--- src/sdse_pkg.sv ---
// constants and types shared by the drive status encoder files
package sdse_pkg;

  // object indices on the object access port
  localparam logic [15:0] SDSE_IDX_STATUS   = 16'h6041;
  localparam logic [15:0] SDSE_IDX_QS_SEL   = 16'h605a;
  localparam logic [15:0] SDSE_IDX_SD_SEL   = 16'h605b;

  // option values after reset and their legal maxima
  localparam logic [15:0] SDSE_QS_RESET     = 16'h0002;
  localparam logic [15:0] SDSE_SD_RESET     = 16'h0000;
  localparam logic [15:0] SDSE_QS_MAX       = 16'h0004;
  localparam logic [15:0] SDSE_SD_MAX       = 16'h0001;
  localparam logic [15:0] SDSE_STATUS_RESET = 16'h0000;

  // quick stop option codes
  localparam logic [15:0] SDSE_QS_DIRECT    = 16'h0000;
  localparam logic [15:0] SDSE_QS_TORQUE    = 16'h0003;

  // operating mode codes
  localparam logic [7:0]  SDSE_MODE_PROF_POS = 8'h01;
  localparam logic [7:0]  SDSE_MODE_PROF_VEL = 8'h03;
  localparam logic [7:0]  SDSE_MODE_PT      = 8'h04;
  localparam logic [7:0]  SDSE_MODE_HOMING  = 8'h06;
  localparam logic [7:0]  SDSE_MODE_CYC_POS = 8'h08;
  localparam logic [7:0]  SDSE_MODE_CSV     = 8'h09;
  localparam logic [7:0]  SDSE_MODE_CST     = 8'h0a;

  // status word bit positions
  localparam int SDSE_BIT_POWER   = 4;
  localparam int SDSE_BIT_WARN    = 7;
  localparam int SDSE_BIT_TARGET  = 10;
  localparam int SDSE_BIT_LIMIT   = 11;
  localparam int SDSE_BIT_MODE12  = 12;
  localparam int SDSE_BIT_MODE13  = 13;
  localparam int SDSE_BIT_ABS     = 14;

  // drive state as reported by the drive state machine
  typedef enum logic [2:0] {
    SDSE_ST_NOT_READY  = 3'h0,
    SDSE_ST_SW_ON_DIS  = 3'h1,
    SDSE_ST_READY      = 3'h2,
    SDSE_ST_SWITCHED   = 3'h3,
    SDSE_ST_OP_ENABLED = 3'h4,
    SDSE_ST_QUICK_STOP = 3'h5,
    SDSE_ST_FAULT_REAC = 3'h6,
    SDSE_ST_FAULT      = 3'h7
  } sdse_drive_state_type;

  // stop ramp selection towards the motion controller
  typedef enum logic [1:0] {
    SDSE_DECEL_NONE   = 2'h0,
    SDSE_DECEL_RAMP   = 2'h1,
    SDSE_DECEL_QUICK  = 2'h2,
    SDSE_DECEL_TORQUE = 2'h3
  } sdse_decel_type;

endpackage

--- src/sdse_stop_ctrl.sv ---
// stop sequencer for quick stop and shutdown behaviour
`timescale 1ns/100ps
`default_nettype none
module sdse_stop_ctrl (
  input  wire logic                    clk_sys,
  input  wire logic                    rstn,
  input  wire logic [15:0]             qs_option,
  input  wire logic [15:0]             sd_option,
  input  wire logic                    quick_stop_req,
  input  wire logic                    shutdown_req,
  input  wire logic                    motor_stationary_flag,
  output var  sdse_pkg::sdse_decel_type decel_cmd,
  output logic                         enter_sod,
  output logic                         enter_ready,
  output logic                         stop_busy
);
  import sdse_pkg::*;

  // one-hot sequencer states
  typedef enum logic [4:0] {
    SDSE_SQ_IDLE   = 5'h01,
    SDSE_SQ_QDEC   = 5'h02,
    SDSE_SQ_QTRQ   = 5'h04,
    SDSE_SQ_SDEC   = 5'h08,
    SDSE_SQ_SPASS  = 5'h10
  } sdse_seq_type;

  sdse_seq_type seq_reg;   // current step

  // sequence steps; quick stop wins over shutdown in the same cycle
  always_ff @(posedge clk_sys or negedge rstn) begin
    if (!rstn) begin
      seq_reg     <= SDSE_SQ_IDLE;
      decel_cmd   <= SDSE_DECEL_NONE;
      enter_sod   <= 1'b0;
      enter_ready <= 1'b0;
    end else begin
      enter_sod   <= 1'b0;
      enter_ready <= 1'b0;
      case (seq_reg)
        SDSE_SQ_IDLE: begin
          if (quick_stop_req) begin
            if (qs_option == SDSE_QS_DIRECT) begin
              enter_sod <= 1'b1;
            end else if (qs_option == SDSE_QS_TORQUE) begin
              seq_reg   <= SDSE_SQ_QTRQ;
              decel_cmd <= SDSE_DECEL_TORQUE;
            end else begin
              seq_reg   <= SDSE_SQ_QDEC;
              decel_cmd <= SDSE_DECEL_QUICK;
            end
          end else if (shutdown_req) begin
            if (sd_option == SDSE_SD_RESET) begin
              enter_ready <= 1'b1;
            end else begin
              seq_reg   <= SDSE_SQ_SDEC;
              decel_cmd <= SDSE_DECEL_RAMP;
            end
          end
        end
        SDSE_SQ_QDEC, SDSE_SQ_QTRQ: begin
          // hold the ramp until the motor stands still
          if (motor_stationary_flag) begin
            seq_reg   <= SDSE_SQ_IDLE;
            decel_cmd <= SDSE_DECEL_NONE;
            enter_sod <= 1'b1;
          end
        end
        SDSE_SQ_SDEC: begin
          if (motor_stationary_flag) begin
            seq_reg   <= SDSE_SQ_SPASS;
            decel_cmd <= SDSE_DECEL_NONE;
            enter_sod <= 1'b1;
          end
        end
        SDSE_SQ_SPASS: begin
          // pass through switch-on-disabled, then ready
          seq_reg     <= SDSE_SQ_IDLE;
          enter_ready <= 1'b1;
        end
        default: begin
          seq_reg   <= SDSE_SQ_IDLE;
          decel_cmd <= SDSE_DECEL_NONE;
        end
      endcase
    end
  end

  assign stop_busy = (seq_reg != SDSE_SQ_IDLE);

endmodule // sdse_stop_ctrl
`default_nettype wire

--- src/sdse_status_encoder.sv ---
// drive status word encoder with stop behaviour option objects
//
// Summary of operation
// - not-ready 0 in bit6, switch-on-disabled bit6 set
// - ready 0001, switched 0011, enabled 0111, bit5
// - quick stop 0111, reaction 1111, fault 1000
// - bit4 main power, bit7 warning
// - cyclic position/velocity: bit10 target reached
// - cyclic position bit13 following error; others zero
// - profile position bit10 target or halted stationary
// - profile position bit12 setpoint ack, bit13 error
// - profile velocity bit10 target or halted stationary
// - profile velocity bit12 stationary, bit13 zero
// - homing bits 13,12,10 give homing progress
// - homing error sets bit13, bit10 zero speed
// - bit11 while software position limit enabled and active
// - bit14 homed, on fieldbus, no encoder alarm
// - quick stop option 0..4, default 2, 0 direct
// - options 1,2,4 quick decel then switch-on-disabled
// - option 3 torque-limit stop then switch-on-disabled
// - shutdown option 0..1 default 0
// - shutdown 1 decel, disabled, then ready
// - status word read-only, sixteen bits
`timescale 1ns/100ps
`default_nettype none
module sdse_status_encoder (
  input  wire logic                          clk_sys,
  input  wire logic                          rstn,
  // object access port
  input  wire logic                          obj_req,
  input  wire logic                          obj_wr,
  input  wire logic [15:0]                   obj_index,
  input  wire logic [15:0]                   obj_wdata,
  output logic      [15:0]                   obj_rdata,
  output logic                               obj_ack,
  output logic                               obj_err,
  // drive condition from same-clock logic
  input  wire sdse_pkg::sdse_drive_state_type drive_state,
  input  wire logic [7:0]                    op_mode,
  input  wire logic                          main_power_on,
  input  wire logic                          warning_active,
  input  wire logic                          halt_active,
  input  wire logic                          target_reached,
  input  wire logic                          following_error,
  input  wire logic                          setpoint_ack,
  input  wire logic                          motor_stationary_flag,
  input  wire logic                          homing_attained,
  input  wire logic                          homing_error,
  input  wire logic                          sw_limit_enabled,
  input  wire logic                          sw_limit_active,
  input  wire logic                          homing_complete,
  input  wire logic                          fieldbus_connected,
  input  wire logic                          encoder_alarm,
  input  wire logic                          quick_stop_req,
  input  wire logic                          shutdown_req,
  // status and stop sequencing
  output logic      [15:0]                   drive_status_word,
  output var  sdse_pkg::sdse_decel_type       decel_cmd,
  output logic                               enter_sod,
  output logic                               enter_ready
);
  import sdse_pkg::*;

  logic [15:0] quick_stop_behaviour_select_reg;  // quick stop option
  logic [15:0] shutdown_behaviour_select_reg;    // shutdown option
  logic [15:0] drive_status_word_reg;            // encoded status
  logic [15:0] drive_status_word_next;           // status from inputs
  logic [3:0]  state_low;                        // bits 3..0
  logic        state_b5;                         // quick stop bit
  logic        state_b6;                         // switch on disabled bit
  logic        mode_b10;                         // mode target bit
  logic        mode_b12;                         // mode bit 12
  logic        mode_b13;                         // mode bit 13
  logic        qs_legal;                         // write value in range
  logic        sd_legal;                         // write value in range
  logic        stop_busy;                        // sequencer active

  // drive state to bits 6,5 and 3..0
  always_comb begin
    state_low = 4'h0;
    state_b5  = 1'b0;
    state_b6  = 1'b0;
    case (drive_state)
      SDSE_ST_NOT_READY: begin
        state_low = 4'h0;
      end
      SDSE_ST_SW_ON_DIS: begin
        state_b6  = 1'b1;
      end
      SDSE_ST_READY: begin
        state_b5  = 1'b1;
        state_low = 4'h1;
      end
      SDSE_ST_SWITCHED: begin
        state_b5  = 1'b1;
        state_low = 4'h3;
      end
      SDSE_ST_OP_ENABLED: begin
        state_b5  = 1'b1;
        state_low = 4'h7;
      end
      SDSE_ST_QUICK_STOP: begin
        state_low = 4'h7;
      end
      SDSE_ST_FAULT_REAC: begin
        state_low = 4'hf;
      end
      SDSE_ST_FAULT: begin
        state_low = 4'h8;
      end
      default: begin
        state_low = 4'h0;
      end
    endcase
  end

  // mode specific bits 10, 12 and 13; unused modes read zero
  always_comb begin
    mode_b10 = 1'b0;
    mode_b12 = 1'b0;
    mode_b13 = 1'b0;
    case (op_mode)
      SDSE_MODE_CYC_POS: begin
        mode_b10 = target_reached;
        mode_b13 = following_error;
      end
      SDSE_MODE_CSV: begin
        mode_b10 = target_reached;
      end
      SDSE_MODE_PROF_POS: begin
        // halted: target bit shows standstill
        mode_b10 = halt_active ? motor_stationary_flag : target_reached;
        mode_b12 = setpoint_ack;
        mode_b13 = following_error;
      end
      SDSE_MODE_PROF_VEL: begin
        mode_b10 = halt_active ? motor_stationary_flag : target_reached;
        mode_b12 = motor_stationary_flag;
      end
      SDSE_MODE_HOMING: begin
        if (homing_error) begin
          mode_b13 = 1'b1;
          mode_b10 = motor_stationary_flag;
        end else begin
          mode_b12 = homing_attained;
          mode_b10 = target_reached;
        end
      end
      default: begin
        mode_b10 = 1'b0;
      end
    endcase
  end

  // assemble the word; bits 8, 9 and 15 stay zero
  always_comb begin
    drive_status_word_next                  = 16'h0000;
    drive_status_word_next[3:0]             = state_low;
    drive_status_word_next[5]               = state_b5;
    drive_status_word_next[6]               = state_b6;
    drive_status_word_next[SDSE_BIT_POWER]  = main_power_on;
    drive_status_word_next[SDSE_BIT_WARN]   = warning_active;
    drive_status_word_next[SDSE_BIT_TARGET] = mode_b10;
    drive_status_word_next[SDSE_BIT_LIMIT]  = sw_limit_enabled & sw_limit_active;
    drive_status_word_next[SDSE_BIT_MODE12] = mode_b12;
    drive_status_word_next[SDSE_BIT_MODE13] = mode_b13;
    drive_status_word_next[SDSE_BIT_ABS]    =
      homing_complete & fieldbus_connected & ~encoder_alarm;
  end

  // status register refreshed every cycle
  always_ff @(posedge clk_sys or negedge rstn) begin
    if (!rstn) begin
      drive_status_word_reg <= SDSE_STATUS_RESET;
    end else begin
      drive_status_word_reg <= drive_status_word_next;
    end
  end

  assign drive_status_word = drive_status_word_reg;

  // range checks on option writes
  assign qs_legal = (obj_wdata <= SDSE_QS_MAX);
  assign sd_legal = (obj_wdata <= SDSE_SD_MAX);

  // option objects; out-of-range writes keep the old value
  always_ff @(posedge clk_sys or negedge rstn) begin
    if (!rstn) begin
      quick_stop_behaviour_select_reg <= SDSE_QS_RESET;
      shutdown_behaviour_select_reg   <= SDSE_SD_RESET;
    end else if (obj_req && obj_wr) begin
      if (obj_index == SDSE_IDX_QS_SEL && qs_legal) begin
        quick_stop_behaviour_select_reg <= obj_wdata;
      end
      if (obj_index == SDSE_IDX_SD_SEL && sd_legal) begin
        shutdown_behaviour_select_reg <= obj_wdata;
      end
    end
  end

  // object answers one cycle after the request
  always_ff @(posedge clk_sys or negedge rstn) begin
    if (!rstn) begin
      obj_ack   <= 1'b0;
      obj_err   <= 1'b0;
      obj_rdata <= 16'h0000;
    end else begin
      obj_ack   <= obj_req;
      obj_err   <= 1'b0;
      obj_rdata <= 16'h0000;
      if (obj_req) begin
        case (obj_index)
          SDSE_IDX_STATUS: begin
            // read-only: writes refused
            obj_err   <= obj_wr;
            obj_rdata <= obj_wr ? 16'h0000 : drive_status_word_next;
          end
          SDSE_IDX_QS_SEL: begin
            obj_err   <= obj_wr & ~qs_legal;
            obj_rdata <= obj_wr ? 16'h0000 : quick_stop_behaviour_select_reg;
          end
          SDSE_IDX_SD_SEL: begin
            obj_err   <= obj_wr & ~sd_legal;
            obj_rdata <= obj_wr ? 16'h0000 : shutdown_behaviour_select_reg;
          end
          default: begin
            obj_err   <= 1'b1;                                   // unknown index
          end
        endcase
      end
    end
  end

  // stop sequencer for quick stop and shutdown
  sdse_stop_ctrl u_stop (
    .clk_sys               (clk_sys),
    .rstn                  (rstn),
    .qs_option             (quick_stop_behaviour_select_reg),
    .sd_option             (shutdown_behaviour_select_reg),
    .quick_stop_req        (quick_stop_req),
    .shutdown_req          (shutdown_req),
    .motor_stationary_flag (motor_stationary_flag),
    .decel_cmd             (decel_cmd),
    .enter_sod             (enter_sod),
    .enter_ready           (enter_ready),
    .stop_busy             (stop_busy)
  );
endmodule // sdse_status_encoder
`default_nettype wire

--- config.mk ---
export PLATFORM = sky130hd
export DESIGN_NAME = sdse_status_encoder
export DESIGN_NICKNAME = d
export VERILOG_FILES = /design/src/sdse_pkg.sv /design/src/sdse_stop_ctrl.sv /design/src/sdse_status_encoder.sv
export SDC_FILE = /design/constraint.sdc
export NUM_CORES = 1
export LEC_CHECK = 0
export BUFFER_PORTS_ARGS = -buffer_cell sky130_fd_sc_hd__buf_2
export CAP_MARGIN = 15
export CORE_MARGIN = 10
export CORE_UTILIZATION = 50
export DETAILED_ROUTE_END_ITERATION = 6
export PLACE_DENSITY = 0.9
export SYNTH_ARGS = -nofsm -noshare
export SYNTH_HDL_FRONTEND = slang
export SYNTH_SLANG_ARGS = --single-unit
--- constraint.sdc ---
create_clock -name clk_sys -period 2.2 [get_ports clk_sys]
set_input_delay 0.44 -clock clk_sys [delete_from_list [all_inputs] [get_ports clk_sys]]
set_output_delay 0.44 -clock clk_sys [all_outputs]
set_load 0.02 [all_outputs]
==> run metrics, run 1 <==
initial antenna violation count 0; vias 2562; power density cells 752 nW/um^2; slew at the pin closest to its max-slew limit 0.500 ns; Post-Route WL 7.90 mm; GRT overflow 0; CTS tree done; DRC errors left 0; ys async rst share 100%; multi-input combinational cell area 1190 um^2; crit-path max FO 6; Post-CTS Repair Setup Buffers 0; post-synthesis sequential area ratio 58.9%; Yosys reg bits 72; Hold Path Class input port to asynchronous set/reset pin; final hold violation count 0; Area contributors post-synth dfrtp_1 57%, nor2b_1 5.7%, nor2_1 3.9%; CORE AREA 5920 um^2; vias per inst 5.69; share of layout cells above drive strength 1 37.1%; WL/cell 17.5 um; DRT iter0 DRCs 169; clock latency on the worst-skew pair 0.34 ns; Worst EP required 2.42 ns; reg2reg setup slack 0.18 ns; root buf cell clkbuf_8; Worst R2R Path Depth 5; Clock Path Buffers 2; H-tree levels 3; synth cell count leaders 70 x dfrtp_1, 32 x nor2_1, 28 x nor2b_1; CTS buffer count 9; area leader, netlist dfrtp_1; vias in the first global route 2690; Slew HR 66.4%; post-synth cell types 49; capturing point of the worst reg2reg path u_stop.decel_cmd[1]$_DFFE_PN0P_; Synthesis Warnings 0; first-pass GRT wire length 12.9 mm; Post-Place Setup Slack 0.103 ns; unrepaired setup endpoints after global routing false; crit path launch type register; synthesized area per cell 11.6 um^2; clk sinks 72; die area 9650 um^2; n_diodes 0; Max-cap violations 0; Final HPWL DP 6.05 mm; worst reg2reg startpoint u_stop.seq_reg[3]$_DFFE_PN0P_; post-route setup slack 0.175 ns; Setup Crit Path Kind register to register; Worst Skew 0.00741 ns; Leakage 1.98 nW; ys flop type dfrtp_1; worst vdd ir 0.000514 V; DRT Pass-1 Iters 5; post-route setup TNS 0 ns; Area Overhead vs Synth 26.3%; filler cell count 473; fin. max-slew vios 0; starting density of the core 51.7%; Core Rows 28; status complete, no violations; die width 98.3 um; post-CTS resize count 0; fin nets 433; WP data arrival 2.25 ns; Synth top area share 57.2%; minimum clock period 2.02 ns; Critical Path Sink Type register; top-count cell post-synth dfrtp_1; I/O Pins 101; post-route ant nets 0; GRT Util Overall 16.0%; Finish-stage setup viols 0; Clk pin slew, worst setup/hold paths 0.07 ns; largest net degree at the start of global routing 73; height of the die 98.3 um; cell count after synthesis 264; Reg area 1800 um^2; # hold bufs at CTS 0; EDFF count, synth 0; Buffers on Ports 97; period utilization 92.0%; synthesized cell area 3060 um^2; Max Clock Freq 494 MHz; Final GP Congestion 0.870
-- worst max path at each step --
stage,start,end,slack (ns),depth (start not counted)
floorplan,u_stop.seq_reg[3]$_DFFE_PN0P_,u_stop.decel_cmd[0]$_DFFE_PN0P_,0.25,5
CTS,u_stop.seq_reg[3]$_DFFE_PN0P_,u_stop.decel_cmd[0]$_DFFE_PN0P_,0.18,5
finish,u_stop.seq_reg[3]$_DFFE_PN0P_,u_stop.decel_cmd[1]$_DFFE_PN0P_,0.18,5
global placement,obj_index[2],obj_err$_DFF_PN0_,0.18,6
global route,u_stop.seq_reg[3]$_DFFE_PN0P_,u_stop.decel_cmd[0]$_DFFE_PN0P_,0.07,5
detailed placement,obj_index[1],obj_rdata[6]$_DFF_PN0_,0.10,5
-- cell families after synthesis --
group,after synthesis,share of synthesized area (%)
flops,72,58.9
mux,11,3.88
simple gates,124,23.6
other cells,1,0.122
compound gates,37,10.2
xor+xnor,3,0.858
buf+inv,16,2.45
-- area by class of cell --
type | instances | share of cell area, %
Clock inverter | 6 | 1.75
Clock buffer | 10 | 3.56
Tap cell | 75 | 2.43
Sequential cell | 72 | 46.7
Multi-Input combinational cell | 178 | 30.8
Timing Repair Buffer | 105 | 14.4
Inverter | 4 | 0.388
-- through the flow --
step / hold slack [ns] / instance area (um^2) / util, % / std cells / power [mW]
after floorplan: 0.144 / 3070 / - / 266 / 1.71
after global placement: 0.469 / 3660 / 61.8 / 434 / 1.87
after detailed placement: 0.473 / 3660 / 61.8 / 434 / 1.89
after CTS: 0.122 / 3870 / 65.3 / 450 / 2.94
after global routing: 0.138 / 3870 / 65.3 / 450 / 3.04
final: 0.113 / 3870 / 65.3 / 450 / 2.91
-- layer usage --
metal | wire length [um] | global-route usage, % | up-vias
met5 | 0 | 0 | -
li1 | - | - | 1173
met2 | 4040 | 28.0 | 119
met3 | 589 | 4.44 | 21
met1 | 3090 | 17.6 | 1249
met4 | 171 | 7.39 | 0
-- where the power goes --
part / internal, mW / switching [mW] / leakage, nW
Sequential: 1.39 / 0.0381 / 0.973
Clock: 0.558 / 0.491 / 0.0989
Combinational: 0.186 / 0.248 / 0.908
Total: 2.13 / 0.777 / 1.98
-- cells in the final DEF, fill, tap and decap left out, types with 2 or more instances in the layout --
cell type	instances
mux2_2	5
xor2_1	2
nor2b_1	28
a21oi_1	5
nand2_1	12
o2111ai_1	2
and3_1	5
mux2_1	2
nand4_1	2
nor2_1	32
o31a_1	2
nor4_1	11
a22oi_1	6
o21ai_0	3
and2_1	5
a222oi_1	10
or4_1	2
and4_1	4
a32o_1	2
nor3_1	5
nand3_1	4
conb_1	3
buf_4	7
inv_1	4
clkbuf_8	10
buf_2	97
nor3_2	2
clkinvlp_4	2
dfstp_2	2
nand3b_1	2
mux2i_1	4
dfrtp_1	70
-- critical path: stages (launching register included) --
cell     delay [ns]
dfrtp_1        0.44
or3_4          0.40
nor4_1         0.41
a21bo_2        0.29
nor3_2         0.07
mux2_1         0.30
(Power assumes the default switching activity.)
==> run 2: changes to the inputs <==
Settings changed: CORE_UTILIZATION 50 to 30, PLACE_DENSITY 0.9 to 0.56.
==> run 2 against run 1 <==
  * Die area rose by 52%
  * Highest routed layer unchanged
  * Wire length rose by 1.2%
  * Non-clock buffer count rose by 2
  * Largest cell class unchanged
  * Via count fell by 3.9%
  * First-iteration DRC count fell by 38%
  * Largest power group unchanged
==> run metrics, run 2 (synthesis gave the netlist of run 1 again) <==
status complete, no violations; Slew HR 66.8%; height of the die 121 um; share of layout cells above drive strength 1 37.1%; total power after layout 3.11 mW; DRT Pass-1 Iters 6; first-pass GRT wire length 13.1 mm; design area 3990 um^2; Worst R2R Path Depth 5; die area 14600 um^2; Final HPWL DP 6.12 mm; GRT overflow 0; post-route setup TNS 0 ns; Finish-stage setup viols 0; slew at the pin closest to its max-slew limit 0.494 ns; CTS buffer count 9; Leakage 2.01 nW; initial antenna violation count 0; Area Overhead vs Synth 30.4%; Setup Crit Path Kind register to register; post-route ant nets 0; Critical Path End u_stop.decel_cmd[1]$_DFFE_PN0P_; most frequent cells in the layout 97 x buf_2, 70 x dfrtp_1, 32 x nor2_1, 28 x nor2b_1, 12 x nand2_1; clock latency on the worst-skew pair 0.34 ns; Buffers on Ports 97; # hold bufs at CTS 0; CORE AREA 9860 um^2; n_diodes 0; Critical Path Sink Type register; fin. max-slew vios 0; Hold Path Class input port to asynchronous set/reset pin; vias per inst 4.83; Setup crit start u_stop.seq_reg[3]$_DFFE_PN0P_; Max-cap violations 0; fin nets 435; Util after Layout 40.5%; period utilization 92.4%; final hold violation count 0; capturing point of the worst reg2reg path u_stop.decel_cmd[1]$_DFFE_PN0P_; Worst Skew 0.00484 ns; root buf cell clkbuf_8; vias 2461; minimum clock period 2.03 ns; Final GP Congestion 0.750; Clk pin slew, worst setup/hold paths 0.07 ns; Clock Path Buffers 2; largest net degree at the start of global routing 73; unrepaired setup endpoints after global routing false; worst vdd ir 0.000369 V; DRT iter0 DRCs 105; H-tree levels 3; Post-CTS Repair Setup Buffers 0; placed inst area 3750 um^2; crit-path max FO 6; worst reg2reg startpoint u_stop.seq_reg[3]$_DFFE_PN0P_; Core Rows 36; CTS tree done; post-CTS resize count 0; commonest non-fill, non-tap cell in the layout buf_2; GRT Util Overall 11.1%; WL/cell 15.7 um; DRC errors left 0; power density cells 780 nW/um^2; starting density of the core 31.0%; I/O Pins 101; Worst EP required 2.43 ns; Max Clock Freq 492 MHz; die width 121 um; crit path launch type register; reg2reg setup slack 0.17 ns; vias in the first global route 2604; clk sinks 72; WP data arrival 2.26 ns; Post-Route WL 8.00 mm
-- run 2: where the power goes --
| group | switching, mW | internal [mW] | leakage [nW] | total, mW |
|---|---|---|---|---|
| Combinational | 0.248 | 0.187 | 0.919 | 0.434 |
| Sequential | 0.0379 | 1.39 | 0.973 | 1.42 |
| Clock | 0.494 | 0.761 | 0.121 | 1.26 |
-- run 2: metal layers --
| metal | share of wire (%) | wire length, um | GRT usage (%) | vias to the layer above |
|---|---|---|---|---|
| li1 | - | - | - | 1183 |
| met1 | 42 | 3360 | 12.8 | 1194 |
| met2 | 50 | 3960 | 18.5 | 77 |
| met3 | 7.5 | 597 | 5.03 | 7 |
| met4 | 0.98 | 78 | 2.94 | 0 |
| met5 | 0 | 0 | 0 | - |
-- run 2: worst min-delay path by stage --
stage	slack, ns	depth (start not counted)	to
5_1_grt	0.12	2	drive_status_word[2]$_DFF_PN0_
6_report	0.10	2	drive_status_word[0]$_DFF_PN0_
2_1_floorplan	0.14	0	drive_status_word[0]$_DFF_PN0_
3_3_place_gp	0.47	1	u_stop.decel_cmd[0]$_DFFE_PN0P_
3_5_place_dp	0.48	1	u_stop.decel_cmd[0]$_DFFE_PN0P_
4_1_cts	0.12	2	drive_status_word[0]$_DFF_PN0_
-- run 2: through the flow --
step | setup WS [ns] | hold slack (ns) | std cells
6_report | 0.167 | 0.101 | 510
5_1_grt | 0.0394 | 0.121 | 510
4_1_cts | 0.164 | 0.117 | 510
3_5_place_dp | 0.0602 | 0.483 | 494
3_3_place_gp | 0.0557 | 0.470 | 494
2_1_floorplan | 0.251 | 0.144 | 266
-- run 2: critical path, stage by stage (launching register included) --
cell      delay, ns
dfrtp_1        0.44
or3_4          0.41
or3b_4         0.44
a211oi_4       0.24
nor3_2         0.08
mux2_1         0.31
-- run 2: layout make-up --
class | instances | area, um^2
clock buffers | 10 | 128
clock inverters | 6 | 116
fillers | 980 | 5870
inverters | 4 | 15.0
multi-input cells | 178 | 1190
flip-flops and latches | 72 | 1800
well taps | 133 | 166
repair buffers | 107 | 573
